File: config.mk
export PLATFORM = sky130hd
export DESIGN_NAME = irtx_top
export DESIGN_NICKNAME = d
export VERILOG_FILES = /design/src/hw/irtx_pkg.sv /design/src/hw/irtx_carrier_div.sv /design/src/hw/irtx_top.sv
export SDC_FILE = /design/constraint.sdc
export NUM_CORES = 1
export LEC_CHECK = 0
export BUFFER_PORTS_ARGS = -buffer_cell sky130_fd_sc_hd__buf_2
export CORE_MARGIN = 1
export CORE_UTILIZATION = 45
export CTS_CLUSTER_SIZE = 14
export DETAILED_ROUTE_END_ITERATION = 7
export GPL_TIMING_DRIVEN = 0
export PLACE_DENSITY = 0.7
export SYNTH_ARGS = -nofsm -noshare
export SYNTH_HDL_FRONTEND = slang
export SYNTH_HIERARCHICAL = 1
export SYNTH_SLANG_ARGS = --single-unit
export TNS_END_PERCENT = 20
File: constraint.sdc
create_clock -name mclk_in -period 2.1 [get_ports mclk_in]
set_clock_uncertainty 0.05 [all_clocks]
set_input_delay 0.42 -clock mclk_in [delete_from_list [all_inputs] [get_ports mclk_in]]
set_output_delay 0.42 -clock mclk_in [all_outputs]
set_load 0.005 [all_outputs]
File: src/hw/irtx_pkg.sv
// package of constants and types for the infrared carrier transmitter
// ============================================================================
// Summary of operation
// - low-carrier option sends carrier while data bit is 0; high option while 1.
// - carrier frequency is fixed at build time, not by any register.
// - reset loads data bit 0 for high-carrier option, 1 for low-carrier.
// - control bit 0 holds the transmit data level, writable and readable.
// - writing 0 to control bit 3 clears the carrier counter; bit 3 reads 1.
// - control bit 1 picks push-pull (1, reset) or open-drain (0).
// - an enable bit, off after reset, keeps the pin free of carrier.
// ============================================================================
package irtx_pkg;

  // ==========================================================================
  // register map
  localparam logic [7:0] IRTX_CTL_ADDR  = 8'h2f;
  localparam int         IRTX_DATA_BIT  = 0;
  localparam int         IRTX_PP_BIT    = 1;
  localparam int         IRTX_EN_BIT    = 2;
  localparam int         IRTX_CLR_BIT   = 3;
  localparam logic       IRTX_PP_RST    = 1'b1;
  localparam logic       IRTX_EN_RST    = 1'b0;

  // ==========================================================================
  // build options and timing
  localparam longint     IRTX_CLK_HZ     = 250_000_000;
  localparam longint     IRTX_CARRIER_HZ = 38_000;
  // half carrier period in clock cycles, rounded down
  localparam int         IRTX_HALF_CYC   = int'(IRTX_CLK_HZ / (2 * IRTX_CARRIER_HZ));
  localparam int         IRTX_CNT_W      = 12;
  localparam logic [IRTX_CNT_W-1:0] IRTX_HALF_LAST = IRTX_CNT_W'(IRTX_HALF_CYC - 1);
  localparam logic       IRTX_LOW_CARRIER = 1'b0;
  localparam logic       IRTX_OUT_ALLOWED = 1'b1;

  // ==========================================================================
  // carriers
  typedef struct packed {
    logic       wr;
    logic       rd;
    logic [7:0] addr;
    logic [7:0] wdata;
  } irtx_bus_type;

  typedef struct packed {
    logic drive;
    logic oe_n;
  } irtx_pin_type;

endpackage

File: src/hw/irtx_carrier_div.sv
// carrier divider: half-period counter and square-wave phase
module irtx_carrier_div
  import irtx_pkg::*;
(
  input  wire logic                  clk_in,
  input  wire logic                  arst_n_in,
  input  wire logic                  ce_in,
  input  wire logic                  clr_in,
  output logic      [IRTX_CNT_W-1:0] cnt_out,
  output logic                       phase_out
);

  // ==========================================================================
  // counter restarts at zero on clear, else wraps each half period
  always_ff @(posedge clk_in or negedge arst_n_in) begin
    if (!arst_n_in) begin
      cnt_out <= '0;
    end else if (ce_in) begin
      if (clr_in || cnt_out == IRTX_HALF_LAST) begin
        cnt_out <= '0;
      end else begin
        cnt_out <= cnt_out + 1'b1;
      end
    end
  end

  // phase flips at each wrap; a clear also restarts the wave low
  always_ff @(posedge clk_in or negedge arst_n_in) begin
    if (!arst_n_in) begin
      phase_out <= 1'b0;
    end else if (ce_in) begin
      if (clr_in) begin
        phase_out <= 1'b0;
      end else if (cnt_out == IRTX_HALF_LAST) begin
        phase_out <= ~phase_out;
      end
    end
  end

endmodule

File: src/hw/irtx_top.sv
// infrared carrier transmitter: control register, carrier gating, pin drive
module irtx_top
  import irtx_pkg::*;
#(
  parameter logic LOW_CARRIER = IRTX_LOW_CARRIER,
  parameter logic OUT_ALLOWED = IRTX_OUT_ALLOWED
)
(
  input  wire logic       mclk_in,
  input  wire logic       arst_n_in,
  input  wire logic       ce_in,
  input  wire logic [7:0] addr_in,
  input  wire logic [7:0] wdata_in,
  input  wire logic       wr_in,
  input  wire logic       rd_in,
  output logic      [7:0] rdata_out,
  output logic            ir_drive_out,
  output logic            ir_oe_n_out
);

  // ==========================================================================
  // bus decode
  localparam logic DATA_RST = LOW_CARRIER; // idle level sends no carrier

  irtx_bus_type                  bus;
  irtx_pin_type                  pin;
  irtx_pin_type                  next_pin;
  logic                          data_bit;
  logic                          push_pull;
  logic                          ir_enable;
  logic                          ctl_wr;
  logic                          ctl_rd;
  logic                          cnt_clr;
  logic                          carrier_gate;
  logic         [IRTX_CNT_W-1:0] cnt;
  logic                          phase;
  logic         [7:0]            next_rdata;

  assign bus.wr    = wr_in;
  assign bus.rd    = rd_in;
  assign bus.addr  = addr_in;
  assign bus.wdata = wdata_in;
  assign ctl_wr    = bus.wr && bus.addr == IRTX_CTL_ADDR;
  assign ctl_rd    = bus.rd && bus.addr == IRTX_CTL_ADDR;
  assign cnt_clr   = ctl_wr && !bus.wdata[IRTX_CLR_BIT];

  // ==========================================================================
  // control register
  // data bit resets to the level that keeps the carrier off
  always_ff @(posedge mclk_in or negedge arst_n_in) begin
    if (!arst_n_in) begin
      data_bit <= DATA_RST;
    end else if (ce_in && ctl_wr) begin
      data_bit <= bus.wdata[IRTX_DATA_BIT];
    end
  end

  // drive type, push-pull after reset
  always_ff @(posedge mclk_in or negedge arst_n_in) begin
    if (!arst_n_in) begin
      push_pull <= IRTX_PP_RST;
    end else if (ce_in && ctl_wr) begin
      push_pull <= bus.wdata[IRTX_PP_BIT];
    end
  end

  // enable, off after reset
  always_ff @(posedge mclk_in or negedge arst_n_in) begin
    if (!arst_n_in) begin
      ir_enable <= IRTX_EN_RST;
    end else if (ce_in && ctl_wr) begin
      ir_enable <= bus.wdata[IRTX_EN_BIT];
    end
  end

  // read data; clear bit always reads high, unused bits and other addresses read 0
  always_comb begin
    next_rdata = 8'h00;
    if (ctl_rd) begin
      next_rdata[IRTX_DATA_BIT] = data_bit;
      next_rdata[IRTX_PP_BIT]   = push_pull;
      next_rdata[IRTX_EN_BIT]   = ir_enable;
      next_rdata[IRTX_CLR_BIT]  = 1'b1;
    end
  end

  // read data stand only in the cycle after the strobe
  always_ff @(posedge mclk_in or negedge arst_n_in) begin
    if (!arst_n_in) begin
      rdata_out <= 8'h00;
    end else if (ce_in) begin
      rdata_out <= next_rdata;
    end
  end

  // ==========================================================================
  // carrier generation
  irtx_carrier_div u_div (
    .clk_in    (mclk_in),
    .arst_n_in (arst_n_in),
    .ce_in     (ce_in),
    .clr_in    (cnt_clr),
    .cnt_out   (cnt),
    .phase_out (phase)
  );

  // carrier passes only when enabled, allowed by option, and data at the active level
  assign carrier_gate = OUT_ALLOWED && ir_enable && (data_bit == !LOW_CARRIER);

  // ==========================================================================
  // pin drive
  // open-drain only pulls low, so the carrier there is pull-low on the low phase;
  // idle open-drain releases the pin so an external pull-up holds it quiet
  always_comb begin
    next_pin.drive = 1'b0;
    next_pin.oe_n  = !push_pull;
    if (carrier_gate) begin
      if (push_pull) begin
        next_pin.drive = phase;
      end else begin
        next_pin.oe_n  = phase;
      end
    end
  end

  always_ff @(posedge mclk_in or negedge arst_n_in) begin
    if (!arst_n_in) begin
      pin.drive <= 1'b0;
      pin.oe_n  <= 1'b0;
    end else if (ce_in) begin
      pin <= next_pin;
    end
  end

  assign ir_drive_out = pin.drive;
  assign ir_oe_n_out  = pin.oe_n;

  // ==========================================================================
  // assertions
  logic started;

  always_ff @(posedge mclk_in or negedge arst_n_in) begin
    if (!arst_n_in) begin
      started <= 1'b0;
    end else if (ce_in && ctl_wr) begin
      started <= 1'b1;
    end
  end

  a_carrier_follows_phase: assert property (
    @(posedge mclk_in) disable iff (!arst_n_in)
    (ce_in && carrier_gate && push_pull) |=> (ir_drive_out == $past(phase)))
    else $error("carrier missing while data at active level");

  a_wrong_level_quiet: assert property (
    @(posedge mclk_in) disable iff (!arst_n_in)
    (ce_in && data_bit == LOW_CARRIER) |=> (ir_drive_out == 1'b0 && ir_oe_n_out == !$past(push_pull)))
    else $error("carrier sent at inactive data level");

  a_carrier_half_period: assert property (
    @(posedge mclk_in) disable iff (!arst_n_in)
    (ce_in && !cnt_clr && cnt == IRTX_HALF_LAST) |=> (phase != $past(phase) && cnt == '0))
    else $error("carrier phase did not flip at half period");

  a_counter_bounded: assert property (
    @(posedge mclk_in) disable iff (!arst_n_in)
    cnt <= IRTX_HALF_LAST)
    else $error("carrier counter beyond half period");

  a_reset_data_idle: assert property (
    @(posedge mclk_in) disable iff (!arst_n_in)
    !started |-> (data_bit == DATA_RST && ir_enable == IRTX_EN_RST && push_pull == IRTX_PP_RST))
    else $error("control register not at reset value");

  a_data_readback: assert property (
    @(posedge mclk_in) disable iff (!arst_n_in)
    (ce_in && ctl_wr) ##1 (ce_in && ctl_rd) |=> (rdata_out[IRTX_DATA_BIT] == $past(bus.wdata[IRTX_DATA_BIT], 2)))
    else $error("data bit readback mismatch");

  a_clear_reads_one: assert property (
    @(posedge mclk_in) disable iff (!arst_n_in)
    (ce_in && ctl_rd) |=> (rdata_out[IRTX_CLR_BIT] && rdata_out[7:4] == 4'h0))
    else $error("clear bit did not read high");

  a_clear_restarts: assert property (
    @(posedge mclk_in) disable iff (!arst_n_in)
    (ce_in && cnt_clr) |=> (cnt == '0 && !phase))
    else $error("counter not cleared by write of zero");

  a_drive_type_set: assert property (
    @(posedge mclk_in) disable iff (!arst_n_in)
    (ce_in && ctl_wr && !bus.wdata[IRTX_PP_BIT]) |=> (!push_pull ##1 (!ce_in || ir_drive_out == 1'b0)))
    else $error("open-drain drove the pin high");

  a_disabled_quiet: assert property (
    @(posedge mclk_in) disable iff (!arst_n_in)
    (ce_in && !ir_enable) |=> (ir_drive_out == 1'b0 && ir_oe_n_out == !$past(push_pull)))
    else $error("carrier present while disabled");

  a_count_after_clear: assert property (
    @(posedge mclk_in) disable iff (!arst_n_in)
    (ce_in && cnt_clr) ##1 (ce_in && !cnt_clr) |=> (cnt == IRTX_CNT_W'(1)))
    else $error("counter did not restart from zero");

  a_rdata_one_cycle: assert property (
    @(posedge mclk_in) disable iff (!arst_n_in)
    (ce_in && !bus.rd) |=> (rdata_out == 8'h00))
    else $error("read data outside read answer cycle");

  c_carrier_toggle: cover property (
    @(posedge mclk_in) disable iff (!arst_n_in)
    (carrier_gate && push_pull) ##1 $rose(ir_drive_out));

  c_counter_clear: cover property (
    @(posedge mclk_in) disable iff (!arst_n_in)
    (ce_in && cnt_clr && cnt != '0));

  c_open_drain_pull: cover property (
    @(posedge mclk_in) disable iff (!arst_n_in)
    (!push_pull && carrier_gate) ##1 $fell(ir_oe_n_out));

  c_frozen: cover property (
    @(posedge mclk_in) disable iff (!arst_n_in)
    (!ce_in && carrier_gate));

endmodule

Word level (Yosys, flattened, before mapping). Cells that the tools add are included.

Register bits: 22. Input port bits: 21. Word-level logic and storage cells: 29.

$add $sub $neg: 1. Equality and inequality tests: 2. Muxes and demuxes: 7. Bitwise operators: 1. Reductions and logical operators: 10.

Operator list (number): adder 12 x 1 -> 12 bit, second input constant (1); equality test 12 bit, second input constant (1); two-way mux 12 bit (1); equality test 8 x 6 -> 1 bit, second input constant (1); logical AND 1 bit (5); two-way mux 1 bit (4); two-way mux 4 bit (1); logical NOT 1 bit (2); two-way mux 2 bit (1); AND reduction 2 bit (1); nonzero test 2 bit (1); logical OR 1 bit (1); inverter 1 bit (1).

Depth between registers and ports, before layout. Gate-level depths: netlist of the first run.

Depth in word-level cells: 5. Gate-level depth with buffers: 6. Gate-level depth less buffers: 6.

Cells and area by module. The synthesis of the first run kept the hierarchy.

By module, submodules not included: irtx_carrier_div (times used 1, cells an instance 75, area an instance 748.2 µm², sequential area each 325.3 µm²); irtx_top (times used 1, cells an instance 40, area an instance 459.2 µm², sequential area each 226.5 µm²).

Worst setup path before layout of the first run. Ideal clock, no wire load.

Path type: reg-to-reg. Start: register u_div.cnt_out[0]. End: register u_div.cnt_out[10]. Arrival: 1.471 ns. Required time: 1.929 ns. Path slack: 0.458 ns. Stages on the path, launching flop included: 7. Period minus slack after synthesis: 1.642 ns. Cell sequence: dfrtp_1 > inv_1 > ha_1 > nand4b_4 > o41a_4 > nor2b_4 > nor2_1.

Cells in the longest elaborated chain, start to end: 3.

Ends and longest elaborated chain: start: declaration (RTL line irtx_carrier_div.sv:9) `output logic [IRTX_CNT_W-1:0] cnt_out,`; start signal: assignment (RTL line irtx_carrier_div.sv:22) `cnt_out <= cnt_out + 1'b1;`; parallel branches: the longest is 2 deep, another holds adder 12 x 1 -> 12 bit; two-way mux 12 bit * (RTL line irtx_carrier_div.sv:19) `if (clr_in || cnt_out == IRTX_HALF_LAST) begin`.

Every way passes the cells marked *. A chain may end at the register's enable or synchronous reset.

Final worst setup path of the first run. Ends and elaborated chain as after synthesis.

==> out/results.tsv, run 1 <==
stage	metric	value	unit
run_status	status	completed	
sta	hold_violations	0	
detailed_routing	finalWirelength	2222	µm
critical_path	cpLargestDelayFamily	compound AO/OA/AOI/OAI gates	
global_routing	grt_usage	18.41	%
detailed_routing	drtAntennaViolNets	0	
die	io_pins	31	
critical_path	setup.worst_path.class	reg2reg	
synth	synth_edf_count	0	
critical_path	cp-start-kind	flip-flop	
critical_path	path_depth	6	
layout	final_cell_area	1429	µm²
clock_network	clockBufferDepth	2	
global_routing	grt_pass1_vias	812	
sta	max_freq	550.0	MHz
sta	setup_tns	0	ns
critical_path	cp.arrival	1.98	ns
sta	grt_setup_unrepaired	no	
critical_path	worstSetupEndpoint	u_div/cnt_out[10]$_DFFE_PN0P_	
detailed_routing	vias	899	
detailed_routing	wire_per_inst	12.70	µm
sta	finalHoldWorstSlack	0.2632	ns
place	dp_hpwl	1660	µm
layout	antenna_cells	0	
critical_path	r2r_cells	6	
critical_path	worst-path-max-fanout	6	
layout	nets	169	
critical_path	cp_slowest_stage_delay	0.53	ns
clock_network	clk_latency	0.32	ns
critical_path	path_cells	inv_1, ha_1, nand4b_4, o41a_4, nor2b_4, nor2_1	
critical_path	worstReg2RegStart	u_div/cnt_out[0]$_DFFE_PN0P_	
clock_network	cts_made_buffers	3	
clock_network	htree_levels	1	
synth	yosysWarnings	6	
critical_path	worst-path-buf-inv	1	
critical_path	startpoint	u_div/cnt_out[0]$_DFFE_PN0P_	
pwr	p_per_area	814.7	nW/µm²
die	die_w	53.80	µm
global_routing	grt_max_degree	23	
pwr	vdd_drop_max	538.8	µV
die	initial_core_util	48.30	%
place	globalplace.congestion	0.7524	
sta	finalSetupViolations	0	
layout	drive_above_1_share	30.34	%
place	portBuffers	22	
layout	area_growth	18.34	%
synth	synthCells	115	
synth	synth-main-ff-cell	dfrtp_1	
synth	ys_seq_area_share	45.70	%
clock_network	cts_tree	built	
sta	drv_slew	0	
global_routing	overflow	0	
synth	yosysUniqueCellTypes	37	
die	num_rows	18	
critical_path	r2r_end	u_div/cnt_out[10]$_DFFE_PN0P_	
critical_path	worstPathRequired	2.26	ns
place	placed_area	1366	µm²
clock_network	cts_resized	0	
detailed_routing	drc	0	
clock_network	clockRootBuffer	clkbuf_4	
synth	async_flop_share	100.0	%
detailed_routing	avgViaCountPerCell	5.137	
sta	min_period_over_period	86.58	%
synth	ys_ff_latch	22	
pwr	leakagePower	0.6982	nW
detailed_routing	firstDrtPassIters	4	
die	core-area	2500	µm²
job	max_cap_violations	0	
global_routing	antenna_found_initial	0	
critical_path	critPathCaptureType	flip-flop	
die	design.die.area	2894	µm²
synth	avgSynthCellArea	10.50	µm²
layout	nFillCells	215	
critical_path	reg2reg_slack	0.28	ns
clock_network	cts_sinks	22	
die	die_h	53.80	µm
sta	period_needed	1.818	ns
global_routing	grt_pass1_wl	3774	µm
clock_network	path_clk_slew	0.13	ns
hold_path	worstHoldPathType	in2reg	
synth	synth_area	1207	µm²
detailed_routing	initialDrtViolationCount	11	
critical_path	crit_slowest_cell	o41a_4	
## flip-flops by register name, summed over array words and instances, names as in the netlist
register	flops
data_bit	1
ir_drive_out	1
ir_enable	1
ir_oe_n_out	1
push_pull	1
rdata_out	4
u_div/cnt_out	12
u_div/phase_out	1
## layer usage
metal | global-route usage (%) | wire [µm] | share of wire, % | vias up
li1 | - | - | - | 455
met2 | 28.19 | 1017 | 46 | 15
met3 | 5.367 | 75 | 3.4 | 5
met4 | 6.140 | 30 | 1.4 | 0
met1 | 24.73 | 1097 | 49 | 424
met5 | 0 | 0 | 0 | -
## timing repair
| item | 4_1_cts | 5_1_grt |
|---|---|---|
| buffers inserted | 0 | 0 |
| setup endpoints to repair | 0 | 0 |
| endpoints found under the hold margin | 12 | 0 |
| hold buffers | 1 | 0 |
## worst min path at each step
stage / endpoint / slack, ns / cells past startpoint / start
floorplan: data_bit$_DFFE_PN0P_ / 0.07 / 0 / arst_n_in
global route: ir_enable$_DFFE_PN0P_ / 0.25 / 2 / wdata_in[2]
finish: data_bit$_DFFE_PN0P_ / 0.26 / 2 / wdata_in[0]
CTS: ir_enable$_DFFE_PN0P_ / 0.26 / 2 / wdata_in[2]
detailed placement: u_div/cnt_out[9]$_DFFE_PN0P_ / 0.36 / 1 / arst_n_in
global placement: u_div/cnt_out[7]$_DFFE_PN0P_ / 0.36 / 1 / arst_n_in
## cell type report
| type | instances | area, µm² | share of cell area (%) |
|---|---|---|---|
| Timing Repair Buffer | 23 | 120.1 | 8.406 |
| Inverter | 13 | 48.80 | 3.415 |
| Tap cell | 30 | 37.54 | 2.627 |
| Multi-Input combinational cell | 77 | 576.8 | 40.37 |
| Clock inverter | 1 | 30.03 | 2.102 |
| Clock buffer | 3 | 22.52 | 1.576 |
| Sequential cell | 22 | 551.8 | 38.62 |
| Buffer | 6 | 41.29 | 2.890 |
## cells by family after synthesis
group           after synthesis  share of synthesized area [%]
mux                           8                          7.979
simple gates                 45                          24.35
flops                        22                          45.70
fa+ha+maj                     2                          2.072
buf+inv                      19                          7.461
xor+xnor                      6                          4.352
other cells                   1                         0.3106
compound gates               12                          7.772
## stage by stage
stage / setup WS [ns] / utilization, % / instances / total power (W)
final: 0.2818 / 57.16 / 175 / 0.001164
after global routing: 0.2110 / 57.16 / 175 / 0.001234
after CTS: 0.3059 / 57.16 / 175 / 0.001172
after detailed placement: 0.2728 / 54.65 / 170 / 0.0008385
after global placement: 0.3246 / 54.65 / 170 / 0.0008235
after floorplan: 0.4577 / - / 118 / 0.0007638
## power breakdown
part	switching [W]	internal [W]
clock	0.000137	0.000193
sequential	0.0000885	0.000487
combinational	0.000138	0.000120
total	0.000364	0.000800
## cells in the final DEF, fill, tap and decap left out, types with 2 or more instances in the layout
cell,n
buf_2,22
dfrtp_1,21
inv_1,13
nand3_1,8
nor2_1,8
nand2_1,6
xnor2_1,6
buf_4,5
mux2i_1,4
o22ai_1,4
conb_1,4
nor3_1,4
mux2_4,3
clkbuf_4,3
nand2b_1,3
o311ai_1,3
nand4_1,2
o21ai_1,2
ha_1,2
## synth_stat cells (2+ instances only)
cell      count  area share (%)
o311ai_1      3             2.2
nand3_1       8             3.3
mux2i_1       4             3.3
nor2_1        8             2.5
dfrtp_1      21              44
xnor2_1       6             4.4
buf_4         5             3.1
o21ai_1       2            0.83
mux2_4        3             3.7
nand2b_1      3             1.6
nand2_1       6             1.9
ha_1          2             2.1
o22ai_1       4             2.1
nand4_1       2             1.0
nor3_1        4             1.7
inv_1        13             4.0
Power figures use the tool's default switching activity.
==> run 2, diff against run 1 <==
BUFFER_PORTS_ARGS = unset   (was -buffer_cell sky130_fd_sc_hd__buf_2)
DONT_BUFFER_PORTS = 1   (was unset)
PLACE_DENSITY = unset   (was 0.7)
==> out/results.tsv, run 2 (same netlist as run 1, synthesis figures left out) <==
stage	metric	value	unit
run_status	status	completed	
clock_network	cts_setup_buffers	0	
sta	max_freq	553.2	MHz
global_routing	overflow	0	
pwr	leakagePower	0.5920	nW
detailed_routing	firstDrtPassIters	4	
die	die_h	53.80	µm
detailed_routing	avgViaCountPerCell	5.314	
clock_network	htree_levels	1	
layout	final_cell_area	1292	µm²
layout	instances_no_fill	153	
pwr	p_per_area	786.8	nW/µm²
clock_network	cts_made_buffers	3	
hold_path	hold-path-cell-count	1	
clock_network	clockBufferDepth	2	
pwr	vdd_drop_max	483.0	µV
critical_path	cp.arrival	1.94	ns
layout	area_growth	7.047	%
sta	slew_headroom	34.83	%
place	placed_area	1256	µm²
detailed_routing	drtAntennaViolNets	0	
place	globalplace.congestion	0.7728	
layout	drive_above_1_share	17.07	%
place	placed_cells	148	
die	core-area	2500	µm²
place	dpl_worst_slack	0.3163	ns
die	die_w	53.80	µm
pwr	internal-power	0.0006702	W
layout	nets	147	
detailed_routing	finalWirelength	2167	µm
critical_path	worstReg2RegStart	u_div/cnt_out[0]$_DFFE_PN0P_	
critical_path	r2r_cells	6	
global_routing	grt_max_degree	23	
clock_network	cts_tree	built	
pwr	switching_share	34.10	%
layout	antenna_cells	0	
sta	min_period_over_period	86.07	%
detailed_routing	vias	813	
die	io_pins	31	
sta	period_needed	1.808	ns
global_routing	antenna_found_initial	0	
detailed_routing	drc	0	
hold_path	min_from	wdata_in[0]	
pwr	seq_power_share	56.6	%
clock_network	path_clk_slew	0.12	ns
pwr	power.switching	0.0003468	W
place	dp_hpwl	1616	µm
sta	hold_violations	0	
layout	mostFrequentLayoutCells	dfrtp_1, inv_1, nand3_1, nor2_1	
global_routing	grt_pass1_vias	801	
sta	drv_slew	0	
sta	final.setup.worst_slack	0.2925	ns
job	max_cap_violations	0	
layout	nFillCells	218	
layout	layout_commonest_cell	dfrtp_1	
critical_path	critPathCaptureType	flip-flop	
critical_path	reg2reg_slack	0.29	ns
die	initial_core_util	48.30	%
hold_path	worstHoldPathType	in2reg	
layout	largest-register	u_div/cnt_out	
global_routing	grt_usage	17.39	%
clock_network	clk_latency	0.30	ns
global_routing	grt_pass1_wl	3560	µm
die	design.die.area	2894	µm²
layout	top_regs	u_div/cnt_out x12, rdata_out x4	
sta	worst_slew_pin_slew	0.9744	ns
pwr	pwr-share-comb	24.6	%
hold_path	min_to	data_bit$_DFFE_PN0P_	
pwr	clockPowerShare	18.8	%
die	num_rows	18	
sta	setup_tns	0	ns
detailed_routing	wire_per_inst	14.16	µm
critical_path	cp-start-kind	flip-flop	
critical_path	r2r_end	u_div/cnt_out[7]$_DFFE_PN0P_	
sta	finalSetupViolations	0	
clock_network	cts_sinks	22	
detailed_routing	initialDrtViolationCount	15	
place	portBuffers	0	
clock_network	cts_hold_buf	1	
clock_network	clockRootBuffer	clkbuf_4	
critical_path	setup.worst_path.class	reg2reg	
clock_network	cts_resized	0	
sta	grt_setup_unrepaired	no	
layout	largest_register_ffs	12	
critical_path	worst-path-max-fanout	6	
critical_path	worstPathRequired	2.24	ns
==> run 2: final cells by class <==
class / count / area [µm²] / area share, %
buffer: 6 / 41.29 / 3.195
clock buffer: 4 / 26.28 / 2.033
inverter: 13 / 48.80 / 3.775
multi-input combinational: 77 / 576.8 / 44.63
sequential: 22 / 551.8 / 42.69
tap: 30 / 37.54 / 2.904
timing repair buffer: 1 / 10.01 / 0.7744
==> run 2: worst max path at each step <==
stage	start	to
5_1_grt	u_div/cnt_out[0]$_DFFE_PN0P_	u_div/cnt_out[7]$_DFFE_PN0P_
3_5_place_dp	u_div/cnt_out[0]$_DFFE_PN0P_	u_div/cnt_out[10]$_DFFE_PN0P_
3_3_place_gp	u_div/cnt_out[0]$_DFFE_PN0P_	u_div/cnt_out[6]$_DFFE_PN0P_
4_1_cts	u_div/cnt_out[0]$_DFFE_PN0P_	u_div/cnt_out[7]$_DFFE_PN0P_
2_1_floorplan	u_div/cnt_out[0]$_DFFE_PN0P_	u_div/cnt_out[10]$_DFFE_PN0P_
6_report	u_div/cnt_out[0]$_DFFE_PN0P_	u_div/cnt_out[7]$_DFFE_PN0P_
==> run 2: stage by stage <==
stage                     hold slack, ns  power (W)  utilization (%)
after floorplan                  0.07441  0.0007638                -
after detailed placement         0.07518  0.0008164            50.25
after CTS                         0.2041   0.001022            51.70
final                             0.2170   0.001017            51.70
after global routing              0.1879   0.001094            51.70
after global placement           0.07493  0.0008043            50.25
==> run 2: power by group through the flow <==
stage / logic, W / registers [W] / clock network (W)
6_report: 0.000250 / 0.000576 / 0.000191
5_1_grt: 0.000284 / 0.000588 / 0.000221
4_1_cts: 0.000248 / 0.000573 / 0.000201
3_5_place_dp: 0.000235 / 0.000582 / 0
3_3_place_gp: 0.000225 / 0.000579 / 0
2_1_floorplan: 0.000199 / 0.000564 / 0
==> run 2: critical path: stages (launching register included) <==
cell      delay [ns]
dfrtp_1         0.42
inv_1           0.10
ha_1            0.20
nand4b_4        0.12
o41a_4          0.53
nor2b_4         0.20
nor2_1          0.07
==> run 2: routing by layer <==
layer / GRT usage [%] / part of all wire (%) / vias up
li1: - / - / 412
met1: 24.51 / 49 / 378
met3: 2.542 / 3.7 / 2
met2: 26.75 / 46 / 21
met4: 6.579 / 0.69 / 0
met5: 0 / 0 / -
